==> config.mk <==
export PLATFORM = sky130hd
export DESIGN_NAME = ssp_serial_status_port_baud
export DESIGN_NICKNAME = d
export VERILOG_FILES = /design/src/logic/ssp_serial_status_port_baud.v
export VERILOG_INCLUDE_DIRS = /design/src /design/src/logic
export SDC_FILE = /design/constraint.sdc
export NUM_CORES = 1
export LEC_CHECK = 0
export BUFFER_PORTS_ARGS = -buffer_cell sky130_fd_sc_hd__buf_2
export CORE_MARGIN = 4
export CORE_UTILIZATION = 45
export CTS_BUF_LIST = sky130_fd_sc_hd__clkbuf_16
export DETAILED_ROUTE_END_ITERATION = 16
export GPL_TIMING_DRIVEN = 0
export PLACE_DENSITY_LB_ADDON = 0.2
export SLEW_MARGIN = 10
export SYNTH_ARGS = -nofsm -noshare
export SYNTH_HDL_FRONTEND = slang
export SYNTH_SLANG_ARGS = --single-unit
==> constraint.sdc <==
create_clock -name core_clk_i -period 3.3 [get_ports core_clk_i]
set_input_delay 0.165 -clock core_clk_i [delete_from_list [all_inputs] [get_ports core_clk_i]]
set_output_delay 0.165 -clock core_clk_i [all_outputs]
set_load 0.05 [all_outputs]
==> src/logic/ssp_defines.vh <==
// Summary of operation
// - buffer-empty sets on reset, tx disable, load
// - buffer-full clears on reset, armed write, read
// - buffer-full sets only on clean received character
// - errors or rx disable leave buffer untouched
// - char while full: overrun, new one dropped
// - any error flag halts rx; in sync mode it halts tx too
// - rx disable keeps error flags and mp bit
// - error flags clear on reset or armed write
// - async stop bit zero gives framing error
// - frame/parity error stores char, no full flag
// - parity flag on ones count mismatch
// - tx end clears on armed write or tx write
// - tx end sets on reset, disable, empty at end
// - received mp bit captured, read only
// - mp transfer bit sent only async mp format
// - port resets only at power-on, top nibble zero
// - clock pin select drives clock data bit out
// - clock data bit reads clock pin level
// - break select drives break data on tx pin
// - port bit 0 reads receive pin level
// - divisor resets to 0xff, one generator here
// - bit rate from prescale, divisor, 32 or 4
// - divisor 0..255, prescale code n 0..3
// - prescale divides by 1, 4, 16, 64
// - flags take only written 0 after read as 1
`ifndef SSP_DEFINES_VH
`define SSP_DEFINES_VH
// register byte offsets
`define SSP_OFS_STATUS   8'h00
`define SSP_OFS_PORT     8'h04
`define SSP_OFS_BITRATE  8'h08
`define SSP_OFS_CONTROL  8'h0c
`define SSP_OFS_TXDATA   8'h10
`define SSP_OFS_RXDATA   8'h14
// status bit positions
`define SSP_ST_EMPTY     7
`define SSP_ST_FULL      6
`define SSP_ST_OVER      5
`define SSP_ST_FRM       4
`define SSP_ST_PER       3
`define SSP_ST_END       2
`define SSP_ST_RXMP      1
`define SSP_ST_TXMP      0
// port bit positions
`define SSP_PT_CKSEL     3
`define SSP_PT_CKDAT     2
`define SSP_PT_BRKSEL    1
`define SSP_PT_BRKDAT    0
// control bit positions
`define SSP_CT_TXEN      0
`define SSP_CT_RXEN      1
`define SSP_CT_SYNC      2
`define SSP_CT_MPFMT     3
`define SSP_CT_PAREN     4
`define SSP_CT_PARODD    5
`define SSP_CT_CKS_LO    6
`define SSP_CT_CKS_HI    7
`define SSP_CT_CKE_LO    8
`define SSP_CT_CKE_HI    9
`define SSP_CT_WIDTH     10
// reset values
`define SSP_PORT_RST     4'h0
`define SSP_BITRATE_RST  8'hff
`define SSP_CTRL_RST     10'h000
// prescale masks for divide by 1, 4, 16, 64
`define SSP_PRE_M0       6'h00
`define SSP_PRE_M1       6'h03
`define SSP_PRE_M2       6'h0f
`define SSP_PRE_M3       6'h3f
// brg ticks per bit: 64/2 async, 8/2 sync
`define SSP_BIT_LAST_AS  5'h1f
`define SSP_BIT_LAST_SY  5'h03
// axi responses
`define SSP_RESP_OKAY    2'h0
`define SSP_RESP_SLVERR  2'h2
`endif

==> src/logic/ssp_serial_status_port_baud.v <==
// Chosen here: the AXI4-Lite register port and the register addresses.
`include "ssp_defines.vh"
`default_nettype none
module ssp_serial_status_port_baud #(
  parameter ADDR_W = 8
) (
  input  wire              core_clk_i,
  input  wire              sys_rst_i,
  input  wire              manual_rst_i,
  input  wire              standby_i,
  input  wire              module_standby_i,
  // axi4-lite slave
  input  wire [ADDR_W-1:0] s_axi_awaddr_i,
  input  wire              s_axi_awvalid_i,
  output wire              s_axi_awready_o,
  input  wire [31:0]       s_axi_wdata_i,
  input  wire [3:0]        s_axi_wstrb_i,
  input  wire              s_axi_wvalid_i,
  output wire              s_axi_wready_o,
  output wire [1:0]        s_axi_bresp_o,
  output wire              s_axi_bvalid_o,
  input  wire              s_axi_bready_i,
  input  wire [ADDR_W-1:0] s_axi_araddr_i,
  input  wire              s_axi_arvalid_i,
  output wire              s_axi_arready_o,
  output wire [31:0]       s_axi_rdata_o,
  output wire [1:0]        s_axi_rresp_o,
  output wire              s_axi_rvalid_o,
  input  wire              s_axi_rready_i,
  // shift engine side
  input  wire              tx_load_i,
  input  wire              tx_last_bit_i,
  input  wire              tx_serial_i,
  input  wire              rx_done_i,
  input  wire [7:0]        rx_char_i,
  input  wire              rx_parity_bit_i,
  input  wire              rx_stop_bit_i,
  input  wire              rx_mp_bit_i,
  input  wire              eng_sck_i,
  input  wire              eng_sck_oe_i,
  output reg  [7:0]        tx_data_o,
  output reg               tx_data_valid_o,
  output wire              tx_mp_bit_o,
  output wire              tx_enable_o,
  output wire              rx_enable_o,
  output wire              sync_mode_o,
  output wire              parity_en_o,
  output wire              parity_odd_o,
  output wire [1:0]        clock_source_o,
  output reg               brg_tick_o,
  output reg               bit_tick_o,
  // pins
  input  wire              rxd_i,
  input  wire              sck_i,
  output reg               txd_o,
  output reg               sck_o,
  output reg               sck_oe_o
);

  // ------------------------------------------------------------
  // registers
  // ------------------------------------------------------------
  reg                    txe_reg;
  reg                    rxf_reg;
  reg                    ovr_reg;
  reg                    frm_reg;
  reg                    per_reg;
  reg                    txend_reg;
  reg                    rxmp_reg;
  reg                    txmp_reg;
  reg  [4:0]             arm_reg;
  reg  [3:0]             port_reg;
  reg  [7:0]             bitrate_reg;
  reg  [`SSP_CT_WIDTH-1:0] ctrl_reg;
  reg  [7:0]             rx_data_reg;
  reg                    aw_full_reg;
  reg                    w_full_reg;
  reg  [ADDR_W-1:0]      aw_addr_reg;
  reg  [31:0]            w_data_reg;
  reg  [3:0]             w_strb_reg;
  reg                    bvalid_reg;
  reg  [1:0]             bresp_reg;
  reg                    rvalid_reg;
  reg  [31:0]            rdata_reg;
  reg  [1:0]             rresp_reg;
  reg  [5:0]             pre_cnt_reg;
  reg  [7:0]             brg_cnt_reg;
  reg  [4:0]             bit_cnt_reg;

  wire soft_rst = sys_rst_i | manual_rst_i | standby_i | module_standby_i;

  // ------------------------------------------------------------
  // axi4-lite handshakes
  // ------------------------------------------------------------
  assign s_axi_awready_o = ~aw_full_reg & ~bvalid_reg;
  assign s_axi_wready_o  = ~w_full_reg & ~bvalid_reg;
  assign s_axi_bvalid_o  = bvalid_reg;
  assign s_axi_bresp_o   = bresp_reg;
  assign s_axi_arready_o = ~rvalid_reg;
  assign s_axi_rvalid_o  = rvalid_reg;
  assign s_axi_rdata_o   = rdata_reg;
  assign s_axi_rresp_o   = rresp_reg;

  wire aw_take = s_axi_awvalid_i & s_axi_awready_o;
  wire w_take  = s_axi_wvalid_i & s_axi_wready_o;
  wire ar_take = s_axi_arvalid_i & s_axi_arready_o;
  wire wr_fire = aw_full_reg & w_full_reg & ~bvalid_reg;
  wire lane0   = w_strb_reg[0];
  wire [7:0] wbyte = w_data_reg[7:0];
  wire [7:0] waddr = aw_addr_reg[7:0];
  wire [7:0] raddr = s_axi_araddr_i[7:0];

  wire wr_status = wr_fire & lane0 & (waddr == `SSP_OFS_STATUS);
  wire wr_port   = wr_fire & lane0 & (waddr == `SSP_OFS_PORT);
  wire wr_brr    = wr_fire & lane0 & (waddr == `SSP_OFS_BITRATE);
  wire wr_ctrl   = wr_fire & (waddr == `SSP_OFS_CONTROL);
  wire wr_tdr    = wr_fire & lane0 & (waddr == `SSP_OFS_TXDATA);
  wire rd_status = ar_take & (raddr == `SSP_OFS_STATUS);
  wire rd_rdr    = ar_take & (raddr == `SSP_OFS_RXDATA);

  wire wr_known = (waddr == `SSP_OFS_STATUS) | (waddr == `SSP_OFS_PORT) |
                  (waddr == `SSP_OFS_BITRATE) |
                  (waddr == `SSP_OFS_CONTROL) |
                  (waddr == `SSP_OFS_TXDATA) | (waddr == `SSP_OFS_RXDATA);

  // write channel capture and response
  always @(posedge core_clk_i) begin
    if (sys_rst_i) begin
      aw_full_reg <= 1'b0;
      w_full_reg  <= 1'b0;
      aw_addr_reg <= {ADDR_W{1'b0}};
      w_data_reg  <= 32'h0000_0000;
      w_strb_reg  <= 4'h0;
      bvalid_reg  <= 1'b0;
      bresp_reg   <= `SSP_RESP_OKAY;
    end else begin
      if (aw_take) begin
        aw_full_reg <= 1'b1;
        aw_addr_reg <= s_axi_awaddr_i;
      end
      if (w_take) begin
        w_full_reg <= 1'b1;
        w_data_reg <= s_axi_wdata_i;
        w_strb_reg <= s_axi_wstrb_i;
      end
      if (wr_fire) begin
        aw_full_reg <= 1'b0;
        w_full_reg  <= 1'b0;
        bvalid_reg  <= 1'b1;
        bresp_reg   <= wr_known ? `SSP_RESP_OKAY : `SSP_RESP_SLVERR;
      end else if (bvalid_reg & s_axi_bready_i) begin
        bvalid_reg <= 1'b0;
      end
    end
  end

  // ------------------------------------------------------------
  // read mux
  // ------------------------------------------------------------
  wire [7:0] status_rd = {txe_reg, rxf_reg, ovr_reg, frm_reg,
                          per_reg, txend_reg, rxmp_reg, txmp_reg};
  // pin levels replace stored data bits on read
  wire [7:0] port_rd = {4'h0, port_reg[`SSP_PT_CKSEL], sck_i,
                        port_reg[`SSP_PT_BRKSEL], rxd_i};
  reg  [31:0] rd_mux;
  reg  [1:0]  rd_resp;

  always @* begin
    rd_mux  = 32'h0000_0000;
    rd_resp = `SSP_RESP_OKAY;
    case (raddr)
      `SSP_OFS_STATUS:  rd_mux[7:0] = status_rd;
      `SSP_OFS_PORT:    rd_mux[7:0] = port_rd;
      `SSP_OFS_BITRATE: rd_mux[7:0] = bitrate_reg;
      `SSP_OFS_CONTROL: rd_mux[`SSP_CT_WIDTH-1:0] = ctrl_reg;
      `SSP_OFS_TXDATA:  rd_mux[7:0] = tx_data_o;
      `SSP_OFS_RXDATA:  rd_mux[7:0] = rx_data_reg;
      default:          rd_resp = `SSP_RESP_SLVERR;
    endcase
  end

  // read channel
  always @(posedge core_clk_i) begin
    if (sys_rst_i) begin
      rvalid_reg <= 1'b0;
      rdata_reg  <= 32'h0000_0000;
      rresp_reg  <= `SSP_RESP_OKAY;
    end else if (ar_take) begin
      rvalid_reg <= 1'b1;
      rdata_reg  <= rd_mux;
      rresp_reg  <= rd_resp;
    end else if (rvalid_reg & s_axi_rready_i) begin
      rvalid_reg <= 1'b0;
    end
  end

  // ------------------------------------------------------------
  // control and port registers
  // ------------------------------------------------------------
  wire tx_en   = ctrl_reg[`SSP_CT_TXEN];
  wire rx_en   = ctrl_reg[`SSP_CT_RXEN];
  wire sync    = ctrl_reg[`SSP_CT_SYNC];
  wire mp_fmt  = ctrl_reg[`SSP_CT_MPFMT];
  wire par_en  = ctrl_reg[`SSP_CT_PAREN];
  wire par_odd = ctrl_reg[`SSP_CT_PARODD];
  wire [1:0] cks = {ctrl_reg[`SSP_CT_CKS_HI], ctrl_reg[`SSP_CT_CKS_LO]};

  always @(posedge core_clk_i) begin
    if (soft_rst) begin
      ctrl_reg <= `SSP_CTRL_RST;
    end else if (wr_ctrl) begin
      if (w_strb_reg[0])
        ctrl_reg[7:0] <= wbyte;
      if (w_strb_reg[1])
        ctrl_reg[`SSP_CT_WIDTH-1:8] <= w_data_reg[`SSP_CT_WIDTH-1:8];
    end
  end

  // port survives manual reset and standby
  always @(posedge core_clk_i) begin
    if (sys_rst_i) begin
      port_reg <= `SSP_PORT_RST;
    end else if (wr_port) begin
      port_reg <= wbyte[3:0];
    end
  end

  // divisor
  always @(posedge core_clk_i) begin
    if (soft_rst) begin
      bitrate_reg <= `SSP_BITRATE_RST;
    end else if (wr_brr) begin
      bitrate_reg <= wbyte;
    end
  end

  // ------------------------------------------------------------
  // receive path
  // ------------------------------------------------------------
  wire err_any = ovr_reg | frm_reg | per_reg;
  wire rx_take = rx_done_i & rx_en & ~err_any;
  wire fe_now  = ~sync & ~rx_stop_bit_i;
  wire pe_now  = ~sync & par_en &
                 ((^{rx_char_i, rx_parity_bit_i}) != par_odd);
  wire rx_over = rx_take & rxf_reg;
  wire rx_store = rx_take & ~rxf_reg;
  wire rx_good = rx_store & ~fe_now & ~pe_now;

  // receive buffer written only when it is free
  always @(posedge core_clk_i) begin
    if (sys_rst_i) begin
      rx_data_reg <= 8'h00;
    end else if (rx_store) begin
      rx_data_reg <= rx_char_i;
    end
  end

  // ------------------------------------------------------------
  // status flags
  // ------------------------------------------------------------
  // a written 0 clears only a flag armed by a read as 1
  wire [4:0] flags = {txe_reg, rxf_reg, ovr_reg, frm_reg, per_reg};
  wire [4:0] clr_w = {5{wr_status}} & ~wbyte[7:3] & arm_reg;
  wire clr_txe  = clr_w[4];
  wire clr_rxf  = clr_w[3];
  wire clr_ovr  = clr_w[2];
  wire clr_frm  = clr_w[1];
  wire clr_per  = clr_w[0];

  // arm bits follow reads of set flags
  always @(posedge core_clk_i) begin
    if (soft_rst) begin
      arm_reg <= 5'h00;
    end else begin
      arm_reg <= flags & (arm_reg | ({5{rd_status}} & flags));
    end
  end

  // flags, set wins over clear
  always @(posedge core_clk_i) begin
    if (soft_rst) begin
      txe_reg   <= 1'b1;
      rxf_reg   <= 1'b0;
      ovr_reg   <= 1'b0;
      frm_reg   <= 1'b0;
      per_reg   <= 1'b0;
      txend_reg <= 1'b1;
      rxmp_reg  <= 1'b0;
      txmp_reg  <= 1'b0;
    end else begin
      if (~tx_en | tx_load_i)
        txe_reg <= 1'b1;
      else if (clr_txe | wr_tdr)
        txe_reg <= 1'b0;
      if (rx_good)
        rxf_reg <= 1'b1;
      else if (clr_rxf | rd_rdr)
        rxf_reg <= 1'b0;
      if (rx_over)
        ovr_reg <= 1'b1;
      else if (clr_ovr)
        ovr_reg <= 1'b0;
      if (rx_store & fe_now)
        frm_reg <= 1'b1;
      else if (clr_frm)
        frm_reg <= 1'b0;
      if (rx_store & pe_now)
        per_reg <= 1'b1;
      else if (clr_per)
        per_reg <= 1'b0;
      if (~tx_en | (tx_last_bit_i & txe_reg))
        txend_reg <= 1'b1;
      else if (clr_txe | wr_tdr)
        txend_reg <= 1'b0;
      if (rx_store & ~sync & mp_fmt)
        rxmp_reg <= rx_mp_bit_i;
      if (wr_status)
        txmp_reg <= wbyte[`SSP_ST_TXMP];
    end
  end

  // transmit data buffer
  always @(posedge core_clk_i) begin
    if (soft_rst) begin
      tx_data_o       <= 8'h00;
      tx_data_valid_o <= 1'b0;
    end else begin
      if (wr_tdr)
        tx_data_o <= wbyte;
      tx_data_valid_o <= ~txe_reg & tx_en & ~(err_any & sync);
    end
  end

  // ------------------------------------------------------------
  // engine controls
  // ------------------------------------------------------------
  assign tx_enable_o    = tx_en & ~(err_any & sync);
  assign rx_enable_o    = rx_en & ~err_any;
  assign sync_mode_o    = sync;
  assign parity_en_o    = par_en;
  assign parity_odd_o   = par_odd;
  assign clock_source_o = {ctrl_reg[`SSP_CT_CKE_HI],
                           ctrl_reg[`SSP_CT_CKE_LO]};
  assign tx_mp_bit_o    = tx_en & ~sync & mp_fmt & txmp_reg;

  // ------------------------------------------------------------
  // pin drivers
  // ------------------------------------------------------------
  // port bits override engine on clock and transmit pins
  always @(posedge core_clk_i) begin
    if (sys_rst_i) begin
      txd_o    <= 1'b1;
      sck_o    <= 1'b0;
      sck_oe_o <= 1'b0;
    end else begin
      txd_o <= port_reg[`SSP_PT_BRKSEL] ?
               port_reg[`SSP_PT_BRKDAT] : tx_serial_i;
      sck_o <= port_reg[`SSP_PT_CKSEL] ?
               port_reg[`SSP_PT_CKDAT] : eng_sck_i;
      sck_oe_o <= port_reg[`SSP_PT_CKSEL] | eng_sck_oe_i;
    end
  end

  // ------------------------------------------------------------
  // bit-rate generator
  // ------------------------------------------------------------
  reg [5:0] pre_mask;

  // prescale source select
  always @* begin
    case (cks)
      2'b00:   pre_mask = `SSP_PRE_M0;
      2'b01:   pre_mask = `SSP_PRE_M1;
      2'b10:   pre_mask = `SSP_PRE_M2;
      2'b11:   pre_mask = `SSP_PRE_M3;
      default: pre_mask = `SSP_PRE_M0;
    endcase
  end

  wire pre_tick = ((pre_cnt_reg & pre_mask) == 6'h00);
  wire [4:0] bit_last = sync ? `SSP_BIT_LAST_SY : `SSP_BIT_LAST_AS;

  // prescaler, then divide by divisor+1, then per-bit divide
  always @(posedge core_clk_i) begin
    if (soft_rst) begin
      pre_cnt_reg <= 6'h00;
      brg_cnt_reg <= `SSP_BITRATE_RST;
      bit_cnt_reg <= 5'h00;
      brg_tick_o  <= 1'b0;
      bit_tick_o  <= 1'b0;
    end else begin
      pre_cnt_reg <= pre_cnt_reg + 6'h01;
      brg_tick_o  <= 1'b0;
      bit_tick_o  <= 1'b0;
      if (pre_tick) begin
        if (brg_cnt_reg == 8'h00) begin
          brg_cnt_reg <= bitrate_reg;
          brg_tick_o  <= 1'b1;
          if (bit_cnt_reg >= bit_last) begin
            bit_cnt_reg <= 5'h00;
            bit_tick_o  <= 1'b1;
          end else begin
            bit_cnt_reg <= bit_cnt_reg + 5'h01;
          end
        end else begin
          brg_cnt_reg <= brg_cnt_reg - 8'h01;
        end
      end
    end
  end

endmodule
`default_nettype wire

==> impl_metrics.csv <==
group,metric,value,unit
status,outcome,"complete, no violations",
route,via_per_inst,5.39,
clock_network,clk_pin_slew,80,ps
global_routing,grtUsageTotal,0.208,
route,antenna_left,0,
power_and_ir_drop,p_per_area,459,mW/mm²
sta,finalCritPeriodShare,0.628,
global_routing,grt_antenna_before_repair,0,
synthesis,synth_edf_count,0,
critical_path,cp-end-kind,"flip-flop",
synthesis,ys_types,64,
synthesis,avgSynthCellArea,9.19,µm²
clock_network,htreeDepth,3,
route,drt_wl_total,13800,µm
layout,final_cells,834,
layout,fillers,985,
placed_design,post-place-cells,817,
sta,slew_violations,0,
critical_path,critPathMaxFanout,12,
job,max_cap_violations,0,
synthesis,ys_seq_elements,112,
placed_design,gp_congestion,0.905,
synthesis,async_reset_ff_frac,0,
clock_network,clock_latency,360,ps
sta,max_freq,482,MHz
synthesis,yosys.area.top_type,"dfxtp_1",
layout,drive_gt1_frac,0.241,
sta,rsz0062_at_grt,"false",
global_routing,overflow,0,
clock_network,cts_buffer_depth,2,
critical_path,max_stage_delay,600,ps
placed_design,io_buffers,93,
critical_path,worst_path_most_repeated_cell,"a21oi_1",
synthesis,synth_area_leaders,"dfxtp_1 (44%), mux2i_1 (9.3%), nand2_1 (5.3%)",
die,start_util,0.467,
die,core_area,0.0110,mm²
die,dieArea,0.0132,mm²
sta,setup_tns,0,ps
sta,skew,10.2,ps
critical_path,required,3580,ps
critical_path,critPathSlowestCell,"dfxtp_1",
global_routing,grt_pass1_wl,21600,µm
global_routing,grt_max_degree,20,
synthesis,synth-warning-count,0,
sta,relSlewSlack,0.410,
critical_path,arrival,2360,ps
placed_design,hpwl,10700,µm
hold_path,worstHoldPathType,"input pin to flip-flop",
synthesis,ys_seq_area_frac,0.435,
route,vias,4496,
power_and_ir_drop,power.leakage,2.83,nW
synthesis,syn-instance-count,561,
synthesis,netlist.area_leader.share,0.435,
sta,hold_violations,0,
power_and_ir_drop,vdd_drop_max,388,µV
critical_path,reg2reg_slack,1230,ps
sta,worst_slew_pin_slew,878,ps
route,wl_per_cell,16.5,µm
die,dieWidth,115,µm
route,dr.pass1.iters,5,
die,num_rows,38,
critical_path,worstSetupStartpointType,"flip-flop",
clock_network,cts_tree,"built",
sta,setup_viol,0,
synthesis,synthTopCellsByCount,"dfxtp_1 (112), nand2_1 (73), nor2_1 (65), mux2i_1 (48), a21oi_1 (36)",
sta,fin_crit,2070,ps
clock_network,post_cts_resized,0,
critical_path,worstPathCellList,"ha_1, a211o_1, a21oi_1, a21oi_1, o22ai_1",
synthesis,syn-cell-area,0.00515,mm²
layout,nets,777,
synthesis,ys.flop_type,"dfxtp_1",
clock_network,cts_inserted_buffers,9,
route,drc,0,
global_routing,grt_pass1_vias,4275,
route,drt-initial-drc-count,280,
critical_path,path_class,"flip-flop to flip-flop",
layout,diodes,0,
clock_network,clock-sinks,112,
die,die_h,115,µm
die,ioPinCount,144,
clock_network,cts_root_buffer,"clkbuf_16",
synthesis,synth.most_common_cell,"dfxtp_1",
layout,area_growth,19.7,%
==> worst max-delay path, delay by kind of cell, from the launching register on <==
kind	cells	cell delay, ps
adders and majority gates	1	310
DFF	1	600
AOI/OAI and AO/OA	4	1090
==> what timing repair did <==
action                                  CTS  global route
hold buffers                              1             0
endpoints found under the setup margin    0             0
setup buffers                             0             0
endpoints found under the hold margin     1             0
==> per-stage QoR <==
| step | hold WS [ps] | util | setup WS (ps) | instance area (µm²) | total power (W) |
|---|---|---|---|---|---|
| 6_report | 4.14 | 0.559 | 1230 | 6170 | 0.00283 |
| 5_1_grt | 4.90 | 0.559 | 1160 | 6170 | 0.00294 |
| 4_1_cts | 1.50 | 0.559 | 1240 | 6170 | 0.00285 |
| 3_5_place_dp | 362 | 0.533 | 1260 | 5880 | 0.00182 |
| 3_3_place_gp | 357 | 0.533 | 1290 | 5880 | 0.00181 |
| 2_1_floorplan | 259 | - | 908 | 5240 | 0.00171 |
==> cells by family (layout without fill, tap and decap cells) <==
| logic type | count (synthesis) | in the layout | synth area share |
|---|---|---|---|
| compound gates | 96 | 96 | 0.130 |
| xor+xnor | 12 | 12 | 0.0231 |
| fa+ha+maj | 7 | 7 | 0.0170 |
| mux | 56 | 56 | 0.119 |
| buf+inv | 60 | 170 | 0.0653 |
| flops | 112 | 112 | 0.435 |
| simple gates | 217 | 217 | 0.210 |
| other cells | 1 | 24 | 0.000728 |
==> placed cells by master (no fill, tap or decap), drive strengths merged, types with 9 or more instances in the layout <==
master and count:
dfxtp 112, conb 24, nand2 75, clkbuf 25, a21oi 36, nor2 65
o21ai 9, buf 129, nand3 22, mux2i 48, nor3 16, inv 12
==> worst paths after layout <==
| kind | startpoint | cells after the start | endpoint |
|---|---|---|---|
| setup / recovery | ctrl_reg[2]$_SDFFE_PP0P_ | 5 | bit_cnt_reg[2]$_SDFFE_PP0P_ |
| hold reg to reg | w_data_reg[9]$_SDFFE_PP0P_ | 2 | w_data_reg[9]$_SDFFE_PP0P_ |
| hold / removal | tx_load_i | 2 | txe_reg$_SDFFE_PP1P_ |
| setup reg to reg | ctrl_reg[2]$_SDFFE_PP0P_ | 5 | bit_cnt_reg[2]$_SDFFE_PP0P_ |
==> cell type report <==
type                            instances  area, µm²  area share
Clock inverter                          7       52.6     0.00852
Inverter                                8       30.0     0.00487
Sequential cell                       112       2240       0.363
Buffer                                 52        307      0.0497
Clock buffer                            9        225      0.0365
Tap cell                              140        175      0.0284
Multi-Input combinational cell        412       2660       0.431
Timing Repair Buffer                   94        475      0.0771
==> power breakdown <==
part           switching [W]  total, W  internal (W)
logic               0.000253  0.000374      0.000121
registers          0.0000335   0.00142       0.00138
clock network       0.000522   0.00104      0.000521
==> metal layers <==
layer,GRT usage,wire length (µm)
met1,0.279,6020
met2,0.345,6580
met3,0.0389,954
met4,0.0595,239
met5,0,0
Note: power is estimated with default switching activity, not from simulation.
